**src/hw/igr_map.svh**
```systemverilog
`ifndef IGR_MAP_SVH
`define IGR_MAP_SVH

// ----------------------------------------------------------------
// serial link constants
// ----------------------------------------------------------------
`define IGR_SLAVE_ADDR     7'h59
`define IGR_BYTE_BITS      4'h8

// ----------------------------------------------------------------
// register offsets
// ----------------------------------------------------------------
`define IGR_OFS_DIR_CTRL   8'h06
`define IGR_OFS_PIN_LEVEL  8'h07

// ----------------------------------------------------------------
// field positions and reset values
// ----------------------------------------------------------------
`define IGR_PIN_COUNT      3
`define IGR_DIR_MSB        2
`define IGR_PWM_SEL_BIT    4
`define IGR_LEVEL_MSB      2
`define IGR_DIR_RESET      3'h0
`define IGR_PWM_RESET      1'h0
`define IGR_LEVEL_RESET    3'h0

`endif

```
**src/hw/igr_pkg.sv**
```systemverilog
`include "igr_map.svh"

package igr_pkg;

  // ----------------------------------------------------------------
  // serial engine states
  // ----------------------------------------------------------------
  typedef enum logic [3:0] {
    IGR_IDLE,      // bus free, after stop or reset
    IGR_ADDR,      // receiving address byte
    IGR_ADDR_ACK,  // acknowledging address
    IGR_REG,       // receiving register index
    IGR_REG_ACK,   // acknowledging index
    IGR_DATA,      // receiving write data
    IGR_DATA_ACK,  // acknowledging data
    IGR_RD,        // shifting out read byte
    IGR_RD_ACK,    // sampling master acknowledge
    IGR_SKIP       // wait for stop or start
  } igr_state_e;

  // ----------------------------------------------------------------
  // complete state of the block
  // ----------------------------------------------------------------
  typedef struct packed {
    logic                      scl_s1;     // first sync stage
    logic                      scl_s2;     // second sync stage
    logic                      scl_d;      // delayed for edges
    logic                      sda_s1;
    logic                      sda_s2;
    logic                      sda_d;
    logic                      rst_s1;     // external reset sync
    logic                      rst_s2;
    logic [`IGR_PIN_COUNT-1:0] gpio_s1;    // pin level sync
    logic [`IGR_PIN_COUNT-1:0] gpio_s2;
    igr_state_e                fsm;        // serial engine state
    logic [3:0]                bit_cnt;    // bits in current byte
    logic [7:0]                shift;      // rx/tx shift register
    logic                      rd_dir;     // read transfer
    logic [7:0]                reg_idx;    // selected register
    logic                      more;       // master acked read
    logic [`IGR_PIN_COUNT-1:0] dir;        // direction bits
    logic                      pwm_sel;    // pin 0 as pwm input
    logic [`IGR_PIN_COUNT-1:0] level;      // written pin levels
    logic                      sda_oe;     // pulling data low
    logic                      sda_lvl;    // data drive level
    logic [`IGR_PIN_COUNT-1:0] gpio_oe;    // pin drive enables
    logic [`IGR_PIN_COUNT-1:0] gpio_lvl;   // pin drive levels
    logic                      pwm_led_on; // led activation level
  } igr_state_s;

endpackage

```
**src/hw/igr_gpio_regs.sv**
```systemverilog
`include "igr_map.svh"

module igr_gpio_regs (
  input  wire logic                      clk_sys_in,            // 40 mhz system clock
  input  wire logic                      srst_in,               // sync reset, high
  input  wire logic                      external_reset_n_in,   // pin reset, low
  input  wire logic                      scl_in,                // serial clock pin
  input  wire logic                      sda_in,                // serial data pin level
  output logic                           sda_out,               // data drive level
  output logic                           sda_oe_out,            // data pulled low
  input  wire logic [`IGR_PIN_COUNT-1:0] gpio_in,               // pin levels
  output logic      [`IGR_PIN_COUNT-1:0] gpio_out,              // pin drive levels
  output logic      [`IGR_PIN_COUNT-1:0] gpio_oe_out,           // pin drive enables
  output logic                           pwm_led_on_out         // led activation
);

  import igr_pkg::*;

  // ----------------------------------------------------------------
  // state and edge terms
  // ----------------------------------------------------------------
  igr_state_s st;        // registered state
  igr_state_s next_st;   // next state
  logic       scl_rise;  // clock rising edge
  logic       scl_fall;  // clock falling edge
  logic       start_det; // start or repeated start
  logic       stop_det;  // stop condition
  logic [7:0] rd_byte;   // register read mux

  // edges seen on second sync stage only
  assign scl_rise  = st.scl_s2 & ~st.scl_d;
  assign scl_fall  = ~st.scl_s2 & st.scl_d;
  // data edges while clock held high
  assign start_det = st.scl_s2 & st.scl_d & st.sda_d & ~st.sda_s2;
  assign stop_det  = st.scl_s2 & st.scl_d & ~st.sda_d & st.sda_s2;

  // ----------------------------------------------------------------
  // register read mux
  // ----------------------------------------------------------------
  // reserved bits read as zero
  always_comb begin
    rd_byte = 8'h00;
    unique case (st.reg_idx)
      `IGR_OFS_DIR_CTRL: begin
        rd_byte[`IGR_DIR_MSB:0]    = st.dir;
        rd_byte[`IGR_PWM_SEL_BIT]  = st.pwm_sel;
      end
      `IGR_OFS_PIN_LEVEL: begin
        // live sampled pin levels, whatever the direction
        rd_byte[`IGR_LEVEL_MSB:0]  = st.gpio_s2;
      end
      default: begin
        rd_byte = 8'h00;
      end
    endcase
  end

  // ----------------------------------------------------------------
  // next-state logic
  // ----------------------------------------------------------------
  // synchronisers, serial engine, registers and pin drive
  always_comb begin
    next_st = st;

    // two-stage sync of every outside input but srst_in
    next_st.scl_s1  = scl_in;
    next_st.scl_s2  = st.scl_s1;
    next_st.scl_d   = st.scl_s2;
    next_st.sda_s1  = sda_in;
    next_st.sda_s2  = st.sda_s1;
    next_st.sda_d   = st.sda_s2;
    next_st.rst_s1  = external_reset_n_in;
    next_st.rst_s2  = st.rst_s1;
    next_st.gpio_s1 = gpio_in;
    next_st.gpio_s2 = st.gpio_s1;

    // data line is never driven high
    next_st.sda_lvl = 1'b0;

    if (stop_det) begin
      // bus free again: release and go idle
      next_st.fsm    = IGR_IDLE;
      next_st.sda_oe = 1'b0;
    end else if (start_det) begin
      // first and repeated start alike
      next_st.fsm     = IGR_ADDR;
      next_st.bit_cnt = 4'h0;
      next_st.sda_oe  = 1'b0;
    end else begin
      unique case (st.fsm)
        IGR_IDLE, IGR_SKIP: begin
          // wait for the master's next start
          next_st.sda_oe = 1'b0;
        end
        IGR_ADDR, IGR_REG, IGR_DATA: begin
          if (scl_rise) begin
            // sample on rising edge, msb first
            next_st.shift   = {st.shift[6:0], st.sda_s2};
            next_st.bit_cnt = st.bit_cnt + 4'h1;
          end else if (scl_fall && st.bit_cnt == `IGR_BYTE_BITS) begin
            // byte complete: pull low for ack in the ninth clock
            next_st.bit_cnt = 4'h0;
            next_st.sda_oe  = 1'b1;
            if (st.fsm == IGR_ADDR) begin
              // address in upper seven, direction in lsb
              if (st.shift[7:1] == `IGR_SLAVE_ADDR) begin
                next_st.rd_dir = st.shift[0];
                next_st.fsm    = IGR_ADDR_ACK;
              end else begin
                // not ours: stay silent
                next_st.sda_oe = 1'b0;
                next_st.fsm    = IGR_SKIP;
              end
            end else if (st.fsm == IGR_REG) begin
              // second byte chooses the register
              next_st.reg_idx = st.shift;
              next_st.fsm     = IGR_REG_ACK;
            end else begin
              // data byte held in shift until the ack edge
              next_st.fsm = IGR_DATA_ACK;
            end
          end
        end
        IGR_ADDR_ACK, IGR_REG_ACK, IGR_DATA_ACK: begin
          if (scl_rise && st.fsm == IGR_DATA_ACK) begin
            // write lands on the rising edge of each data ack
            unique case (st.reg_idx)
              `IGR_OFS_DIR_CTRL: begin
                next_st.dir     = st.shift[`IGR_DIR_MSB:0];
                next_st.pwm_sel = st.shift[`IGR_PWM_SEL_BIT];
              end
              `IGR_OFS_PIN_LEVEL: begin
                next_st.level = st.shift[`IGR_LEVEL_MSB:0];
              end
              default: begin
                // unknown index: write dropped, still acked
                next_st.level = st.level;
              end
            endcase
          end else if (scl_fall) begin
            // ack over: release line on the low phase
            next_st.sda_oe  = 1'b0;
            next_st.bit_cnt = 4'h0;
            if (st.fsm == IGR_ADDR_ACK && st.rd_dir) begin
              // read: first bit goes out right away
              next_st.shift  = rd_byte;
              next_st.sda_oe = ~rd_byte[7];
              next_st.fsm    = IGR_RD;
            end else if (st.fsm == IGR_ADDR_ACK) begin
              next_st.fsm = IGR_REG;
            end else begin
              // further bytes rewrite the same register
              next_st.fsm = IGR_DATA;
            end
          end
        end
        IGR_RD: begin
          if (scl_rise) begin
            next_st.bit_cnt = st.bit_cnt + 4'h1;
          end else if (scl_fall) begin
            if (st.bit_cnt == `IGR_BYTE_BITS) begin
              // release for the master's ack bit
              next_st.sda_oe = 1'b0;
              next_st.fsm    = IGR_RD_ACK;
            end else begin
              // next bit placed while clock low
              next_st.shift  = {st.shift[6:0], 1'b0};
              next_st.sda_oe = ~st.shift[6];
            end
          end
        end
        IGR_RD_ACK: begin
          if (scl_rise) begin
            // low means the master wants another byte
            next_st.more = ~st.sda_s2;
          end else if (scl_fall) begin
            next_st.bit_cnt = 4'h0;
            if (st.more) begin
              // repeat the same register
              next_st.shift  = rd_byte;
              next_st.sda_oe = ~rd_byte[7];
              next_st.fsm    = IGR_RD;
            end else begin
              // no ack: wait for stop
              next_st.fsm = IGR_SKIP;
            end
          end
        end
        default: begin
          // illegal code: recover to idle
          next_st.fsm    = IGR_IDLE;
          next_st.sda_oe = 1'b0;
        end
      endcase
    end

    // external reset pin overrides engine and registers, but not the syncs, shift, rd_dir or reg_idx
    if (!st.rst_s2) begin
      next_st.fsm     = IGR_IDLE;
      next_st.bit_cnt = 4'h0;
      next_st.sda_oe  = 1'b0;
      next_st.dir     = `IGR_DIR_RESET;
      next_st.pwm_sel = `IGR_PWM_RESET;
      next_st.level   = `IGR_LEVEL_RESET;
      next_st.more    = 1'b0;
    end

    // pin drive: pwm select forces pin 0 to input
    next_st.gpio_oe    = next_st.dir;
    if (next_st.pwm_sel) begin
      next_st.gpio_oe[0] = 1'b0;
    end
    next_st.gpio_lvl   = next_st.level;
    // led activation follows the pwm pin when selected
    next_st.pwm_led_on = next_st.pwm_sel & st.gpio_s2[0];
  end

  // ----------------------------------------------------------------
  // state register
  // ----------------------------------------------------------------
  // sync reset loads constants only
  always_ff @(posedge clk_sys_in) begin
    if (srst_in) begin
      st        <= '0;
      st.rst_s1 <= 1'b1;
      st.rst_s2 <= 1'b1;
      st.fsm    <= IGR_IDLE;
    end else begin
      st <= next_st;
    end
  end

  // ----------------------------------------------------------------
  // outputs straight from state flops
  // ----------------------------------------------------------------
  assign sda_out        = st.sda_lvl;
  assign sda_oe_out     = st.sda_oe;
  assign gpio_out       = st.gpio_lvl;
  assign gpio_oe_out    = st.gpio_oe;
  assign pwm_led_on_out = st.pwm_led_on;

endmodule

```
**config.mk**
```make
export PLATFORM = sky130hd
export DESIGN_NAME = igr_gpio_regs
export DESIGN_NICKNAME = d
export VERILOG_FILES = /design/src/hw/igr_pkg.sv /design/src/hw/igr_gpio_regs.sv
export VERILOG_INCLUDE_DIRS = /design/src /design/src/hw
export SDC_FILE = /design/constraint.sdc
export NUM_CORES = 1
export LEC_CHECK = 0
export ABC_AREA = 1
export BUFFER_PORTS_ARGS = -buffer_cell sky130_fd_sc_hd__clkbuf_2
export CORE_MARGIN = 4
export CORE_UTILIZATION = 49
export CTS_CLUSTER_DIAMETER = 40
export DETAILED_ROUTE_END_ITERATION = 7
export PLACE_DENSITY = 0.67
export SYNTH_ARGS = -nofsm -noshare
export SYNTH_HDL_FRONTEND = slang
export SYNTH_SLANG_ARGS = --single-unit
```
**constraint.sdc**
```tcl
create_clock -name clk_sys_in -period 1.8 [get_ports clk_sys_in]
set_input_delay 0.27 -clock clk_sys_in [delete_from_list [all_inputs] [get_ports clk_sys_in]]
set_output_delay 0.27 -clock clk_sys_in [all_outputs]
set_load 0.02 [all_outputs]
```
==> summary.md <==
| Metric | Value |
|---|---|
| Total of max-cap violations | `0` |
| Critical Path Fanout Max | `5` |
| Mux share of post-synthesis cell area | `0` |
| Peak supply drop | `1030 uV` |
| Design Area, Final | `3080 sq um` |
| Worst skew pair latency | `0.31 ns` |
| Final ANT Viol Nets | `0` |
| Vias per inst | `4.940` |
| Finish-stage setup viols | `0` |
| Syn Area/Cell | `6.568 sq um` |
| Ys async rst share | `0` |
| Dpl cell area | `2932 sq um` |
| # nets final | `451` |
| Drt initial violations | `277` |
| Setup tns final | `0 ns` |
| Synth Flop Type | `dfxtp_1` |
| Post-synthesis xor/xnor area fraction | `0.006335` |
| IO Pins | `17` |
| Sequential share of power | `0.295` |
| LEAKAGE | `1.450 nW` |
| Pre-CTS WS | `0.08795 ns` |
| Clock Root Buffer | `clkbuf_8` |
| Top post-synthesis cells by count | `97 x nor2_1, 89 x nand2_1, 53 x inv_1, 50 x dfxtp_1, 31 x nand3_1` |
| Synth unique cells | `32` |
| Clock edge transition at the registers on the reported setup and hold paths | `0.10 ns` |
| Layout cell share with drive strength beyond 1 | `0.1878` |
| CP max stage delay | `0.35 ns` |
| Fillers | `565` |
| CP Data Required Time | `2.02 ns` |
| Slowest CP cell | `dfxtp_2` |
| Total CTS buffers | `5` |
| Largest family of logic cells by synthesized area | `simple AND/OR/NAND/NOR gates` |
| PwrDens | `1636 nW/um^2` |
| Area Overhead vs Synth | `11.40%` |
| First-pass GRT wire length | `10610 um` |
| Switch share | `0.4659` |
| Worst Clk Skew | `0.006464 ns` |
| Final core occ | `0.5594` |
| Worst Slack Setup Final | `0.1448 ns` |
| Buffer and inverter count on the worst path | `1` |
| H-tree depth | `2` |
| Seq/Total Area, Yosys | `0.3620` |
| Total wire length | `6276 um` |
| RSZ-0062 raised after global routing | `no` |
| DPL Wire Length | `4775 um` |
| Clock power frac | `0.171` |
| Power consumption | `5.041 mW` |
| Synth Instances | `421` |
| Slew Viols, Final | `0` |
| Core Rows | `27` |
| Initial Util | `0.5022` |
| Post-CTS Setup Bufs | `0` |
| Clock sinks | `50` |
| Status | `completed` |
| Adder-cell share of the synthesized area | `0.009050` |
| Critical path class | `reg -> reg` |
| TritonCTS clock tree | `yes` |
| # port buffers | `15` |
| Initial antenna violation count | `0` |
| First-pass DRT Iterations | `5` |
| DIE AREA | `6909 sq um` |
| Power share of the combinational group | `0.533` |
| Final period utilization | `0.9196` |
| Die Y | `83.12 um` |
| Final Hold Vio Count | `0` |
| Ant. Diodes | `0` |
| Core area | `5507 sq um` |
| HP Class | `in -> reg` |
| Seq cells post-synth | `50` |
| Netlist Area Pre-Place | `2765 sq um` |
| Largest cells by area after synthesis | `dfxtp_1 36%, nor2_1 13%, nand2_1 12%` |
| Final Critical Period | `1.655 ns` |
| Post-Syn Nets | `431` |
| Internal | `2.692 mW` |
| Cell Count, Final, Fillers Out | `514` |
| Placed Cells incl. Taps | `506` |
| Fmax | `0.6042 GHz` |
| Critical Path Sink Type | `register` |
| Synth top area share | `0.3620` |
| Via count | `2539` |
| Sw power | `2.349 mW` |
| WHS | `0.1319 ns` |
| GPL Wtd Cong | `0.9742` |
| CTS Buffer Depth | `2` |
| Top-count cell post-synth | `nor2_1` |
| Synth area leader | `dfxtp_1` |
| Synth Area in Compound Gates | `0.08371` |
| Crit-path cells | `inv_1 > ha_1 > nand3_1 > nor2_1 > nor2_1 > nand2_1 > nand3_1 > nor2_2 > nand3_1 > nand2_1 > nor2_1` |
| Total grt overflow | `0` |
| CP delay by family, top | `simple AND/OR/NAND/NOR gates` |
| Startpoint Class | `register` |
| CP arrival | `1.87 ns` |
| Die X | `83.12 um` |
| Simple-gate area share of the yosys netlist | `0.4317` |
| DRC Markers | `0` |
| EDFF count, synth | `0` |
| GRT Overall Usage | `0.1857` |
| Ys Warns | `0` |
| Largest net degree at the start of global routing | `17` |
| Vias in the first global route | `2315` |
| WL/cell | `12.21 um` |
==> state kept, by name, indices dropped and copies added (netlist names) <==
register and cells:
st 36, next_st 8, gpio_out 3, gpio_oe_out 1, pwm_led_on_out 1, sda_oe_out 1
==> per-layer routing <==
metal  share of wire  GRT usage
met5               0          0
met4           0.024    0.05944
met3           0.060    0.03968
met2            0.45     0.3003
met1            0.46     0.2466
==> power by group through the flow <==
stage / Combinational [mW] / Sequential (mW) / Clock, mW
2_1_floorplan: 2.08 / 1.45 / 0
3_3_place_gp: 2.60 / 1.50 / 0
3_5_place_dp: 2.62 / 1.50 / 0
4_1_cts: 2.63 / 1.48 / 0.888
5_1_grt: 3.05 / 1.52 / 0.933
6_report: 2.69 / 1.49 / 0.863
==> worst min-delay path, delay by kind of cell <==
kind | cells | cell delay, ns
buffers and inverters | 2 | 0.12
AND/OR/NAND/NOR | 1 | 0.03
==> layout by cell type (no fill, tap or decap), types with 2 or more instances in the layout <==
| cell type | Yosys | routed |
|---|---|---|
| inv_2 | 2 | 2 |
| dfxtp_2 | 0 | 8 |
| dfxtp_1 | 50 | 42 |
| nand3_2 | 5 | 5 |
| nor2_1 | 97 | 93 |
| a211oi_1 | 3 | 3 |
| nor2_4 | 8 | 9 |
| nor3_1 | 3 | 3 |
| clkbuf_2 | 0 | 15 |
| nand3_1 | 31 | 31 |
| nand2_1 | 89 | 88 |
| clkbuf_8 | 0 | 6 |
| buf_4 | 7 | 9 |
| o21ai_0 | 19 | 19 |
| nand2_2 | 6 | 7 |
| inv_1 | 53 | 53 |
| or2_2 | 3 | 3 |
| a21oi_1 | 17 | 17 |
| ha_1 | 2 | 2 |
| nor2_2 | 6 | 9 |
| xnor2_1 | 2 | 2 |
| nand4_1 | 3 | 3 |
==> logic make-up (layout without fill, tap and decap cells) <==
kind of cell,after synthesis,in the layout
compound gates,42,42
xor+xnor,2,2
other cells,1,1
flops,50,50
simple gates,257,257
buf+inv,67,88
fa+ha+maj,2,2
==> area by class of cell <==
| cell class | count | area [sq um] | area share |
|---|---|---|---|
| clock buffers | 6 | 82.58 | 0.02681 |
| clock inverters | 2 | 38.79 | 0.01259 |
| inverters | 55 | 206.4 | 0.06702 |
| multi-input cells | 304 | 1489 | 0.4833 |
| flip-flops and latches | 50 | 1011 | 0.3282 |
| well taps | 72 | 90.09 | 0.02924 |
| repair buffers | 25 | 162.7 | 0.05280 |
==> worst paths after layout <==
path | startpoint | to | slack [ns] | cells past startpoint
setup / recovery | st[34] | st[41] | 0.14 | 11
setup reg to reg | st[34] | st[41] | 0.14 | 11
hold reg to reg | next_st[54] | next_st[53] | 0.40 | 2
hold / removal | sda_in | next_st[51] | 0.13 | 3
==> timing repair <==
action,in CTS,in global routing
endpoints found under the setup margin,0,19
hold buffers,0,0
gates resized for setup,0,14
(Power assumes the default switching activity.)
